--- src/pkg/sector_guard_pkg.sv ---
// package: constants and carriers for the sector write-protection block
package sector_guard_pkg;
   localparam int          UNIT_COUNT      = 286;
   localparam int          UNIT_W          = 9;
   localparam int          ADDR_W          = 24;
   localparam int          BLOCK_UNITS     = 254;  // 64 KB blocks 0..253
   localparam int          FIRST_SMALL_SEC = 4064; // first 4 KB sector
   localparam int          BLOCK_SHIFT     = 16;
   localparam int          SECTOR_SHIFT    = 12;
   localparam logic        PERSIST_RESET   = 1'b1; // erased = unprotected
   localparam logic        DYNAMIC_RESET   = 1'b1;
   // typical page program and sector erase times, in ns
   localparam int          PROG_TIME_NS    = 200000;
   localparam int          ERASE_TIME_NS   = 45000000;
   localparam int          CLK_PERIOD_NS   = 8;
   localparam int          PROG_CYCLES     = PROG_TIME_NS / CLK_PERIOD_NS;
   localparam int          ERASE_CYCLES    = ERASE_TIME_NS / CLK_PERIOD_NS;
   localparam int          CNT_W           = 24;

   typedef enum logic [2:0] {
      CMD_NONE, CMD_PERSIST_PROG, CMD_PERSIST_ERASE, CMD_PERSIST_READ,
      CMD_DYNAMIC_WRITE, CMD_LOCK_CLEAR, CMD_PASSWORD_OK, CMD_SOFT_RESET
   } cmd_e;

   typedef struct packed {
      cmd_e               op;
      logic [ADDR_W-1:0]  addr;
      logic               data;
   } cmd_s;

   typedef struct packed {
      logic               valid;
      logic               value;
      logic               fail;
   } reply_s;
endpackage : sector_guard_pkg

--- src/sector_write_protection.sv ---
// sector write-protection: persistent and dynamic bits plus change lock
//
// Behaviour
// 254 blocks plus 32 top sectors mapped
// one persistent bit per protection unit
// program singly to 0, erase all to 1
// erase preprogram/verify handled internally
// busy flag reported during program or erase
// array reads refused while programming
// host reads with unit base address
// erase takes no address, hits all
// read command returns persistent bit
// persistent bits start erased (1)
// dynamic write: 0 protects, 1 unprotects
// persistent 0 protects regardless of dynamic
// lock 0 rejects persistent program/erase
// persistent mode: lock 1 at reset
// password mode: lock 0, password sets
// host clears lock after configuring bits
// dynamic bits default to 1
// lock clear command drives lock 0
// software reset leaves lock unchanged
`timescale 1ns/1ns
module sector_write_protection
   import sector_guard_pkg::*;
#(
   parameter int PROG_CNT  = PROG_CYCLES,
   parameter int ERASE_CNT = ERASE_CYCLES
)(
   input  wire logic                  i_clk_sys,
   input  wire logic                  i_resetn,
   input  wire logic                  i_password_mode,
   input  wire cmd_s                  i_cmd,
   input  wire logic [ADDR_W-1:0]     i_check_addr,
   input  wire logic                  i_array_read_req,
   output logic                       o_operation_pending_flag,
   output reply_s                     o_reply,
   output logic                       o_persist_change_lock,
   output logic                       o_check_protected,
   output logic                       o_array_read_grant
);

   typedef enum logic [1:0] {ST_IDLE, ST_PROG, ST_PRE, ST_ERASE} state_e;

   ////////////////////////////////////////////////////////////////////////
   // address to protection unit index
   // blocks below the top two map by 64 KB, the top 32 sectors by 4 KB
   function automatic logic [UNIT_W-1:0] unit_of(input logic [ADDR_W-1:0] a);
      logic [UNIT_W-1:0] blk;
      blk = UNIT_W'(a >> BLOCK_SHIFT);
      if (blk < UNIT_W'(BLOCK_UNITS))
         unit_of = blk;
      else
         unit_of = UNIT_W'((a >> SECTOR_SHIFT) - FIRST_SMALL_SEC
                           + BLOCK_UNITS);
   endfunction : unit_of

   // nonvolatile: the declaration value is the erased state as delivered
   logic [UNIT_COUNT-1:0] persist_q = {UNIT_COUNT{PERSIST_RESET}};
   logic [UNIT_COUNT-1:0] dynamic_q;
   logic                  lock_q;
   logic                  seen_reset_q;
   state_e                state_q;
   logic [CNT_W-1:0]      cnt_q;
   logic [UNIT_W-1:0]     prog_unit_q;
   logic                  pw_mode_s1_q;
   logic                  pw_mode_q;
   reply_s                reply_q;
   logic                  check_q;
   logic                  grant_q;
   logic                  busy_q;

   ////////////////////////////////////////////////////////////////////////
   // command decode
   wire logic [UNIT_W-1:0] cmd_unit   = unit_of(i_cmd.addr);
   wire logic [UNIT_W-1:0] check_unit = unit_of(i_check_addr);
   wire logic idle      = (state_q == ST_IDLE);
   wire logic want_prog = idle && i_cmd.op == CMD_PERSIST_PROG;
   wire logic want_ers  = idle && i_cmd.op == CMD_PERSIST_ERASE;
   wire logic go_prog   = want_prog && lock_q;
   wire logic go_ers    = want_ers && lock_q;
   wire logic cnt_done  = (cnt_q == '0);
   // last count of each phase; only one phase can be live at a time
   wire logic prog_last  = (state_q == ST_PROG) && cnt_done;
   wire logic pre_last   = (state_q == ST_PRE) && cnt_done;
   wire logic erase_last = (state_q == ST_ERASE) && cnt_done;

   // strap sampling of the lock mode pin
   always_ff @(posedge i_clk_sys) begin
      pw_mode_s1_q <= i_password_mode;
      pw_mode_q    <= pw_mode_s1_q;
   end

   ////////////////////////////////////////////////////////////////////////
   // lock bit: set at hardware reset per mode, never by soft reset.
   // the mode comes from the synchronised strap; reset is held long
   // enough for it to settle, and the first edge after release loads
   // the mode's value. once cleared in persistent mode nothing but a
   // hardware reset brings it back
   always_ff @(posedge i_clk_sys) begin
      if (!i_resetn) begin
         lock_q       <= 1'b0;
         seen_reset_q <= 1'b1;
      end else begin
         seen_reset_q <= 1'b0;
         if (seen_reset_q)
            lock_q <= !pw_mode_q;
         else if (i_cmd.op == CMD_LOCK_CLEAR)
            lock_q <= 1'b0;
         else if (i_cmd.op == CMD_PASSWORD_OK && pw_mode_q)
            lock_q <= 1'b1;
      end // soft reset deliberately ignored here
   end

   ////////////////////////////////////////////////////////////////////////
   // program / erase sequencer
   // an erase first preprograms every bit, then erases them together;
   // the counters hold the phase lengths so the busy span is fixed.
   // program and erase commands that arrive while busy are ignored, not queued
   always_ff @(posedge i_clk_sys) begin
      if (!i_resetn) begin
         state_q     <= ST_IDLE;
         cnt_q       <= '0;
         prog_unit_q <= '0;
      end else begin
         unique case (state_q)
            ST_IDLE: begin
               if (go_prog) begin
                  state_q     <= ST_PROG;
                  cnt_q       <= CNT_W'(PROG_CNT - 1);
                  prog_unit_q <= cmd_unit;
               end else if (go_ers) begin
                  state_q <= ST_PRE;
                  cnt_q   <= CNT_W'(PROG_CNT - 1);
               end
            end
            ST_PROG: begin
               cnt_q <= cnt_q - 1'b1;
               if (cnt_done)
                  state_q <= ST_IDLE;
            end
            ST_PRE: begin
               cnt_q <= cnt_q - 1'b1;
               if (cnt_done) begin
                  state_q <= ST_ERASE;
                  cnt_q   <= CNT_W'(ERASE_CNT - 1);
               end
            end
            ST_ERASE: begin
               cnt_q <= cnt_q - 1'b1;
               if (cnt_done)
                  state_q <= ST_IDLE;
            end
         endcase
      end
   end

   ////////////////////////////////////////////////////////////////////////
   // persistent bits: nonvolatile, so hardware reset leaves them alone.
   // one bit per unit; only the sequencer's last count writes, so a
   // refused (locked) command can never disturb them
   always_ff @(posedge i_clk_sys) begin
      if (prog_last)
         persist_q[prog_unit_q] <= 1'b0;
      else if (pre_last)
         persist_q <= '0; // internal preprogram
      else if (erase_last)
         persist_q <= {UNIT_COUNT{PERSIST_RESET}};
   end

   ////////////////////////////////////////////////////////////////////////
   // dynamic bits, volatile
   // a soft reset command returns them to unprotected, like power-up
   always_ff @(posedge i_clk_sys) begin
      if (!i_resetn)
         dynamic_q <= {UNIT_COUNT{DYNAMIC_RESET}};
      else if (i_cmd.op == CMD_SOFT_RESET)
         dynamic_q <= {UNIT_COUNT{DYNAMIC_RESET}};
      else if (i_cmd.op == CMD_DYNAMIC_WRITE)
         dynamic_q[cmd_unit] <= i_cmd.data;
   end

   ////////////////////////////////////////////////////////////////////////
   // busy flag: a register of its own so the pin comes from a flop; it
   // rises with an accepted program or erase and falls on the last count,
   // which keeps it equal to "sequencer not idle" cycle for cycle
   always_ff @(posedge i_clk_sys) begin
      if (!i_resetn)
         busy_q <= 1'b0;
      else if (go_prog || go_ers)
         busy_q <= 1'b1;
      else if (prog_last || erase_last)
         busy_q <= 1'b0;
   end

   ////////////////////////////////////////////////////////////////////////
   // replies, protection check and read gating
   // replies and the check are registered, so they lag one cycle
   always_ff @(posedge i_clk_sys) begin
      if (!i_resetn) begin
         reply_q <= '0;
         check_q <= 1'b0;
         grant_q <= 1'b0;
      end else begin
         reply_q.valid <= (i_cmd.op == CMD_PERSIST_READ) && idle
                          || want_prog || want_ers;
         reply_q.value <= persist_q[cmd_unit];
         reply_q.fail  <= (want_prog || want_ers) && !lock_q;
         check_q <= !(persist_q[check_unit]
                      && dynamic_q[check_unit]);
         grant_q <= i_array_read_req && state_q != ST_PROG;
      end
   end

   assign o_operation_pending_flag = busy_q;
   assign o_reply               = reply_q;
   assign o_persist_change_lock = lock_q;
   assign o_check_protected     = check_q;
   assign o_array_read_grant    = grant_q;

endmodule : sector_write_protection

--- config.mk ---
export PLATFORM = sky130hd
export DESIGN_NAME = sector_write_protection
export DESIGN_NICKNAME = d
export VERILOG_FILES = /design/src/pkg/sector_guard_pkg.sv /design/src/sector_write_protection.sv
export SDC_FILE = /design/constraint.sdc
export NUM_CORES = 2
export LEC_CHECK = 0
export BUFFER_PORTS_ARGS = -buffer_cell sky130_fd_sc_hd__clkbuf_2
export CORE_MARGIN = 2
export CORE_UTILIZATION = 25
export DETAILED_ROUTE_END_ITERATION = 8
export PLACE_DENSITY = 0.4
export SETUP_SLACK_MARGIN = 0.5
export SYNTH_ARGS = -nofsm -noshare
export SYNTH_HDL_FRONTEND = slang
export SYNTH_SLANG_ARGS = --single-unit
--- constraint.sdc ---
create_clock -name i_clk_sys -period 17.2 [get_ports i_clk_sys]
set_input_delay 3.44 -clock i_clk_sys [delete_from_list [all_inputs] [get_ports i_clk_sys]]
set_output_delay 3.44 -clock i_clk_sys [all_outputs]
set_load 0.005 [all_outputs]
Yosys cells after proc, flatten, opt, wreduce, memory -nomap -nowiden

Index checks and enable logic that the tools add are counted.

Equal/unequal tests: 14
Bitwise operators: 3
Multiplexer cells: 31
Add/sub/neg operators: 5
Reductions and logical operators: 31
Magnitude comparators: 7

Operators with widths:

| operator                                                                            | number |
|---|---|
| 286-bit 2-to-1 mux                                                                  | 3 |
| 286-bit AND                                                                         | 1 |
| 286-bit bitwise mux                                                                 | 1 |
| 286-bit NOT                                                                         | 1 |
| 24-bit 2-to-1 mux                                                                   | 3 |
| 24-bit one-hot mux with 3 select lines                                              | 1 |
| 9-bit by 10-bit < comparator with 1-bit output, second input constant               | 3 |
| 1-bit binary-select mux with 9-bit select                                           | 3 |
| 24-bit zero test                                                                    | 1 |
| 24-bit by 1-bit subtractor with 24-bit output, second input constant                | 1 |
| 9-bit adder, second input constant                                                  | 2 |
| 1-bit demux with 9-bit select                                                       | 2 |
| 9-bit by 1-bit greater-or-equal comparator with 1-bit output, second input constant | 2 |
| 9-bit 2-to-1 mux                                                                    | 2 |
| 9-bit subtractor, second input constant                                             | 2 |
| 8-bit < comparator, second input constant                                           | 2 |
| 1-bit logical AND                                                                   | 14 |
| 3-bit equality test, second input constant                                          | 4 |
| 1-bit 2-to-1 mux                                                                    | 11 |
| 2-bit 2-to-1 mux                                                                    | 4 |
| 3-bit by 2-bit equality test with 1-bit output, second input constant               | 2 |
| 2-bit one-hot mux with 3 select lines                                               | 1 |
| 3-bit nonzero test                                                                  | 2 |
| 1-bit logical OR                                                                    | 5 |
| other kinds (13)                                                                    | 18 |

Register bits: 617
Bits of input ports: 56

Logic depth before layout (Yosys ltp)

Depth after elaboration: 8
Depth in mapped cells: 16
Depth with buffers taken out: 12

Worst setup path after synthesis

No wires, ideal clock.

Path kind: flip-flop to flip-flop
From: register cnt_q[2]
To: register persist_q[0] (enable)
Path buffers: 0
Arrival: 13321 ps
Setup slack: 2939 ps
Required time: 16260 ps
Clock period less this slack: 14261 ps
Cell stages (with the launch flop): 5
Cell sequence: dfxtp_1 > or3_1 > nor4_1 > nand4_1 > nor2_1

Longest elaborated chain between the ends: 3

Ends and longest elaborated chain:

| item                                        | line                                                                                        | RTL |
|---|---|---|
| from (decl)                                 | sector_write_protection.sv:64                                                               | `logic [CNT_W-1:0] cnt_q;` |
| from (signal assigned)                      | sector_write_protection.sv:130                                                              | `cnt_q <= CNT_W'(PROG_CNT - 1);` |
| from (signal assigned)                      | sector_write_protection.sv:134                                                              | `cnt_q <= CNT_W'(PROG_CNT - 1);` |
| from (signal assigned)                      | sector_write_protection.sv:138                                                              | `cnt_q <= cnt_q - 1'b1;` |
| 24-bit zero test *                          | sector_write_protection.sv:82                                                               | `wire logic cnt_done = (cnt_q == '0);` |
| 1-bit logical AND, on equally long branches | sector_write_protection.sv:84, sector_write_protection.sv:85, sector_write_protection.sv:86 |  |
| 3-bit nonzero test (no source line) *       | --                                                                                          |  |
| to (signal assigned)                        | sector_write_protection.sv:168                                                              | `persist_q <= {UNIT_COUNT{PERSIST_RESET}};` |
| to (decl)                                   | sector_write_protection.sv:59                                                               | `logic [UNIT_COUNT-1:0] persist_q = {UNIT_COUNT{PERSIST_RESET}};` |

Mark *: on every way between the ends. The rest lies on a longest branch, timed or not.
A chain may end at the register's enable or synchronous reset.

Final worst setup path

From: input i_check_addr[17]
To: register check_q, in the netlist o_check_protected

Longest elaborated chain between the ends: 7

Ends and longest elaborated chain:

| item                                                                | line                                                           | RTL |
|---|---|---|
| from (decl)                                                         | sector_write_protection.sv:34                                  | `input wire logic [ADDR_W-1:0] i_check_addr,` |
| 9-bit subtractor                                                    | sector_write_protection.sv:54                                  | `unit_of = UNIT_W'((a >> SECTOR_SHIFT) - FIRST_SMALL_SEC` |
| 9-bit adder                                                         | sector_write_protection.sv:55                                  | `+ BLOCK_UNITS);` |
| 9-bit 2-to-1 mux *                                                  | sector_write_protection.sv:51                                  | `if (blk < UNIT_W'(BLOCK_UNITS))` |
| 1-bit binary-select mux with 9-bit select, on equally long branches | sector_write_protection.sv:209, sector_write_protection.sv:210 |  |
| 1-bit 2-to-1 mux, on equally long branches                          | sector_write_protection.sv:209, sector_write_protection.sv:210 |  |
| 1-bit logical AND *                                                 | sector_write_protection.sv:210                                 | `&& dynamic_q[check_unit]);` |
| 1-bit zero test *                                                   | sector_write_protection.sv:209                                 | `check_q <= !(persist_q[check_unit]` |
| to (signal assigned)                                                | sector_write_protection.sv:209                                 |  |
| to (decl)                                                           | sector_write_protection.sv:69                                  | `logic check_q;` |

Mark *: on every way between the ends. The rest lies on a longest branch, timed or not. The select of a mux whose other input is x is not followed.

==> run metrics <==
outcome=complete, no violations; IO Port Bufs=38; Crit Path Class=input port to flip-flop; drt wl/cell=29.14 um; RR Endpoint=persist_q[137]; Clk Tree Root Cell=clkbuf_16; RSZ-0062 raised after global routing=no; hold-critical path depth=0; Seq pwr share=0.436; Ant. Diodes=0; Sw Pwr=1.132 mW; commonest cells in the netlist=o21ai_0, nand2_1, nand3_1; multi-input logic area=0.01555 mm^2; CTS tree=done; Final period util=0.5207; register area=0.01521 mm^2; Final GP Congestion=0.8262; Final HPWL DP=87760 um; CP Data Required Time=17.78 ns; Final setup viols=0; worst vdd ir=0.07151 mV; clock network power share=0.436; sw frac=0.2943; initial antenna violation count=12; Seq cells post-synth=617; post-CTS sizing=0; clk sinks=617; clock-pin slew on the worst setup and hold paths=0.06 ns; Die Span Y=362.6 um; worst r2r path cells=7; Area growth, synth to finish=12.95%; clock latency on the worst-skew pair=0.67 ns; Cell variety after synth=73; cell taking the most area after synthesis=edfxtp_1; die area=0.1315 mm^2; Post-synth EDFFs=286; Die W=362.6 um; syn_nets=3936; CP endpoint kind=flip-flop; ys flop type=dfxtp_1; DRC marker count from the first detailed-route iteration=4110; synth top area cells=edfxtp_1, dfxtp_1, o21ai_0; Max Buffers Root-to-Sink=3; post-CTS setup buffer count=0; post-synth top area share=0.2671; core area=0.1275 mm^2; pin count of the biggest net entering global routing=229; CP Data Arrival Time=9.54 ns; CP max FO=41; transition time of the tightest slew-check pin=1.437 ns; Power Internal=2.716 mW; FP Rows=131; fin. max-slew vios=0; setup TNS=0 ns; Total Wirelength=157900 um; grt ovf=0; Total GRT Usage=0.2340; Syn. warnings=0; Min-Delay Startpoint=pw_mode_s1_q; drt pass-1 iters=7; pwr dens=106.0 mW/mm^2; hold buffer count at cts=0; io pins=63; via/cell ratio=5.856; Max Fclk=0.1116 GHz; Num CTS Buffers=78; total number of vias=31.72k; Non-Filler Instances=5417; Final Skew=0.04145 ns; syn avg cell area=8.295 um^2; DRC=0; Tmin final=8.957 ns; number of global-route vias before repair=29.76k; Leak=10.99 nW; Worst Hold Endpoint=pw_mode_q; Worst slew margin=0.03184; worst hold path class=flip-flop to flip-flop; post-synthesis sequential area ratio=0.4732; Placed Instances=5272; # Max-Cap Violations=0; share of layout cells above drive strength 1=0.07617; first-pass GRT wire length=226200 um; count leader, synth=o21ai_0; r2r startpoint=cnt_q[2]; final hold vios=0; Comb pwr share=0.128; Critical Path Source Type=input port; NumNets Final=3750; Mapped Cells=3876; Util after Layout=0.2848; # fillers=13.58k; Cell Area, Synth=0.03215 mm^2; ys async rst share=0; H-Tree Depth=3; FF-to-FF setup slack=11.67 ns; antenna viol nets, final=0; initial core utilization=0.2521
[layer usage]
metal  routed length [um]  GRT usage  up-vias  part of all wire
li1                     -          -    14098                 -
met1                71300     0.3344    16001              0.45
met5                    0          0        -                 0
met2                69770     0.3607     1397              0.44
met3                12170    0.03691      227             0.077
met4                 4625    0.06940        0             0.029
[layout by cell type, fill, tap and decap left out, types with 6 or more instances in the layout]
cell,synthesis,layout
a211oi_1,15,15
a21oi_1,132,132
a221oi_1,21,21
a222oi_1,13,13
a22oi_1,52,52
a311oi_1,48,48
a31oi_1,77,76
a32oi_1,9,9
and3_1,48,48
buf_4,2,85
clkbuf_1,305,27
clkbuf_16,0,83
clkbuf_2,0,35
clkbuf_8,0,11
clkinv_1,1,6
clkinv_2,0,9
dfxtp_1,331,331
edfxtp_1,286,286
inv_1,15,15
mux2i_1,72,72
nand2_1,404,383
nand2_2,0,20
nand3_1,380,380
nand4_1,28,28
nor2_1,318,314
nor2b_1,12,12
nor3_1,34,34
nor4_1,18,18
o211ai_1,7,7
o21a_1,9,7
o21ai_0,925,924
o22ai_1,17,16
o311ai_0,102,102
or3_1,7,6
or4_1,8,8
xnor2_1,7,7
[state kept, by name (all words and copies together) (netlist names), 2 cells and up]
name and cells:
persist_q 286, dynamic_q 286, cnt_q 24, o_reply 3, state_q 2, prog_unit_q 9
[kinds of logic after synthesis]
family,synth area share
compound gates,0.2689
xor+xnor,0.003269
fa+ha+maj,0.001557
buf+inv,0.04942
flops,0.4732
mux,0.02417
simple gates,0.1795
[critical path, stage by stage]
cell and delay [ns]:
clkbuf_2 0.25, and4_1 0.42, nand3_1 0.68, nand2_4 0.85
buf_4 0.64, mux2i_1 0.29, a221oi_1 0.14, o21ai_0 1.13
a32oi_1 0.29, o21ai_0 1.00, a21oi_1 0.15, a31oi_1 0.19
[final cells by class]
cell class,instances,area share
flip-flops and latches,617,0.4189
well taps,1662,0.05726
multi-input cells,2853,0.4282
clock buffers,121,0.06415
clock inverters,24,0.005478
inverters,16,0.001654
repair buffers,124,0.02436
[worst max path at each step]
stage,startpoint,end,cells after the start
after floorplan,cnt_q[2],persist_q[0],4
after global placement,i_check_addr[17],o_check_protected,12
after detailed placement,i_check_addr[17],o_check_protected,12
after CTS,i_check_addr[17],o_check_protected,12
after global routing,i_check_addr[17],o_check_protected,12
final,i_check_addr[17],o_check_protected,12
[power by group through the flow]
stage | Sequential [mW] | Clock, mW | Combinational (mW)
final | 1.68 | 1.68 | 0.492
after global routing | 1.69 | 1.76 | 0.532
after CTS | 1.68 | 1.71 | 0.485
after detailed placement | 1.71 | 0 | 0.484
after global placement | 1.71 | 0 | 0.482
after floorplan | 1.71 | 0 | 0.297
[through the flow]
| step | hold slack [ns] | instance area [um^2] | setup slack (ns) | total power, mW |
|---|---|---|---|---|
| final | 0.3247 | 36320 | 8.243 | 3.849 |
| after global routing | 0.3441 | 36320 | 8.474 | 3.980 |
| after CTS | 0.3244 | 36320 | 8.721 | 3.870 |
| after detailed placement | 0.3121 | 33790 | 8.049 | 2.191 |
| after global placement | 0.3114 | 33780 | 8.045 | 2.189 |
| after floorplan | 0.3096 | 32150 | 2.939 | 2.008 |
(Power assumes the default switching activity.)
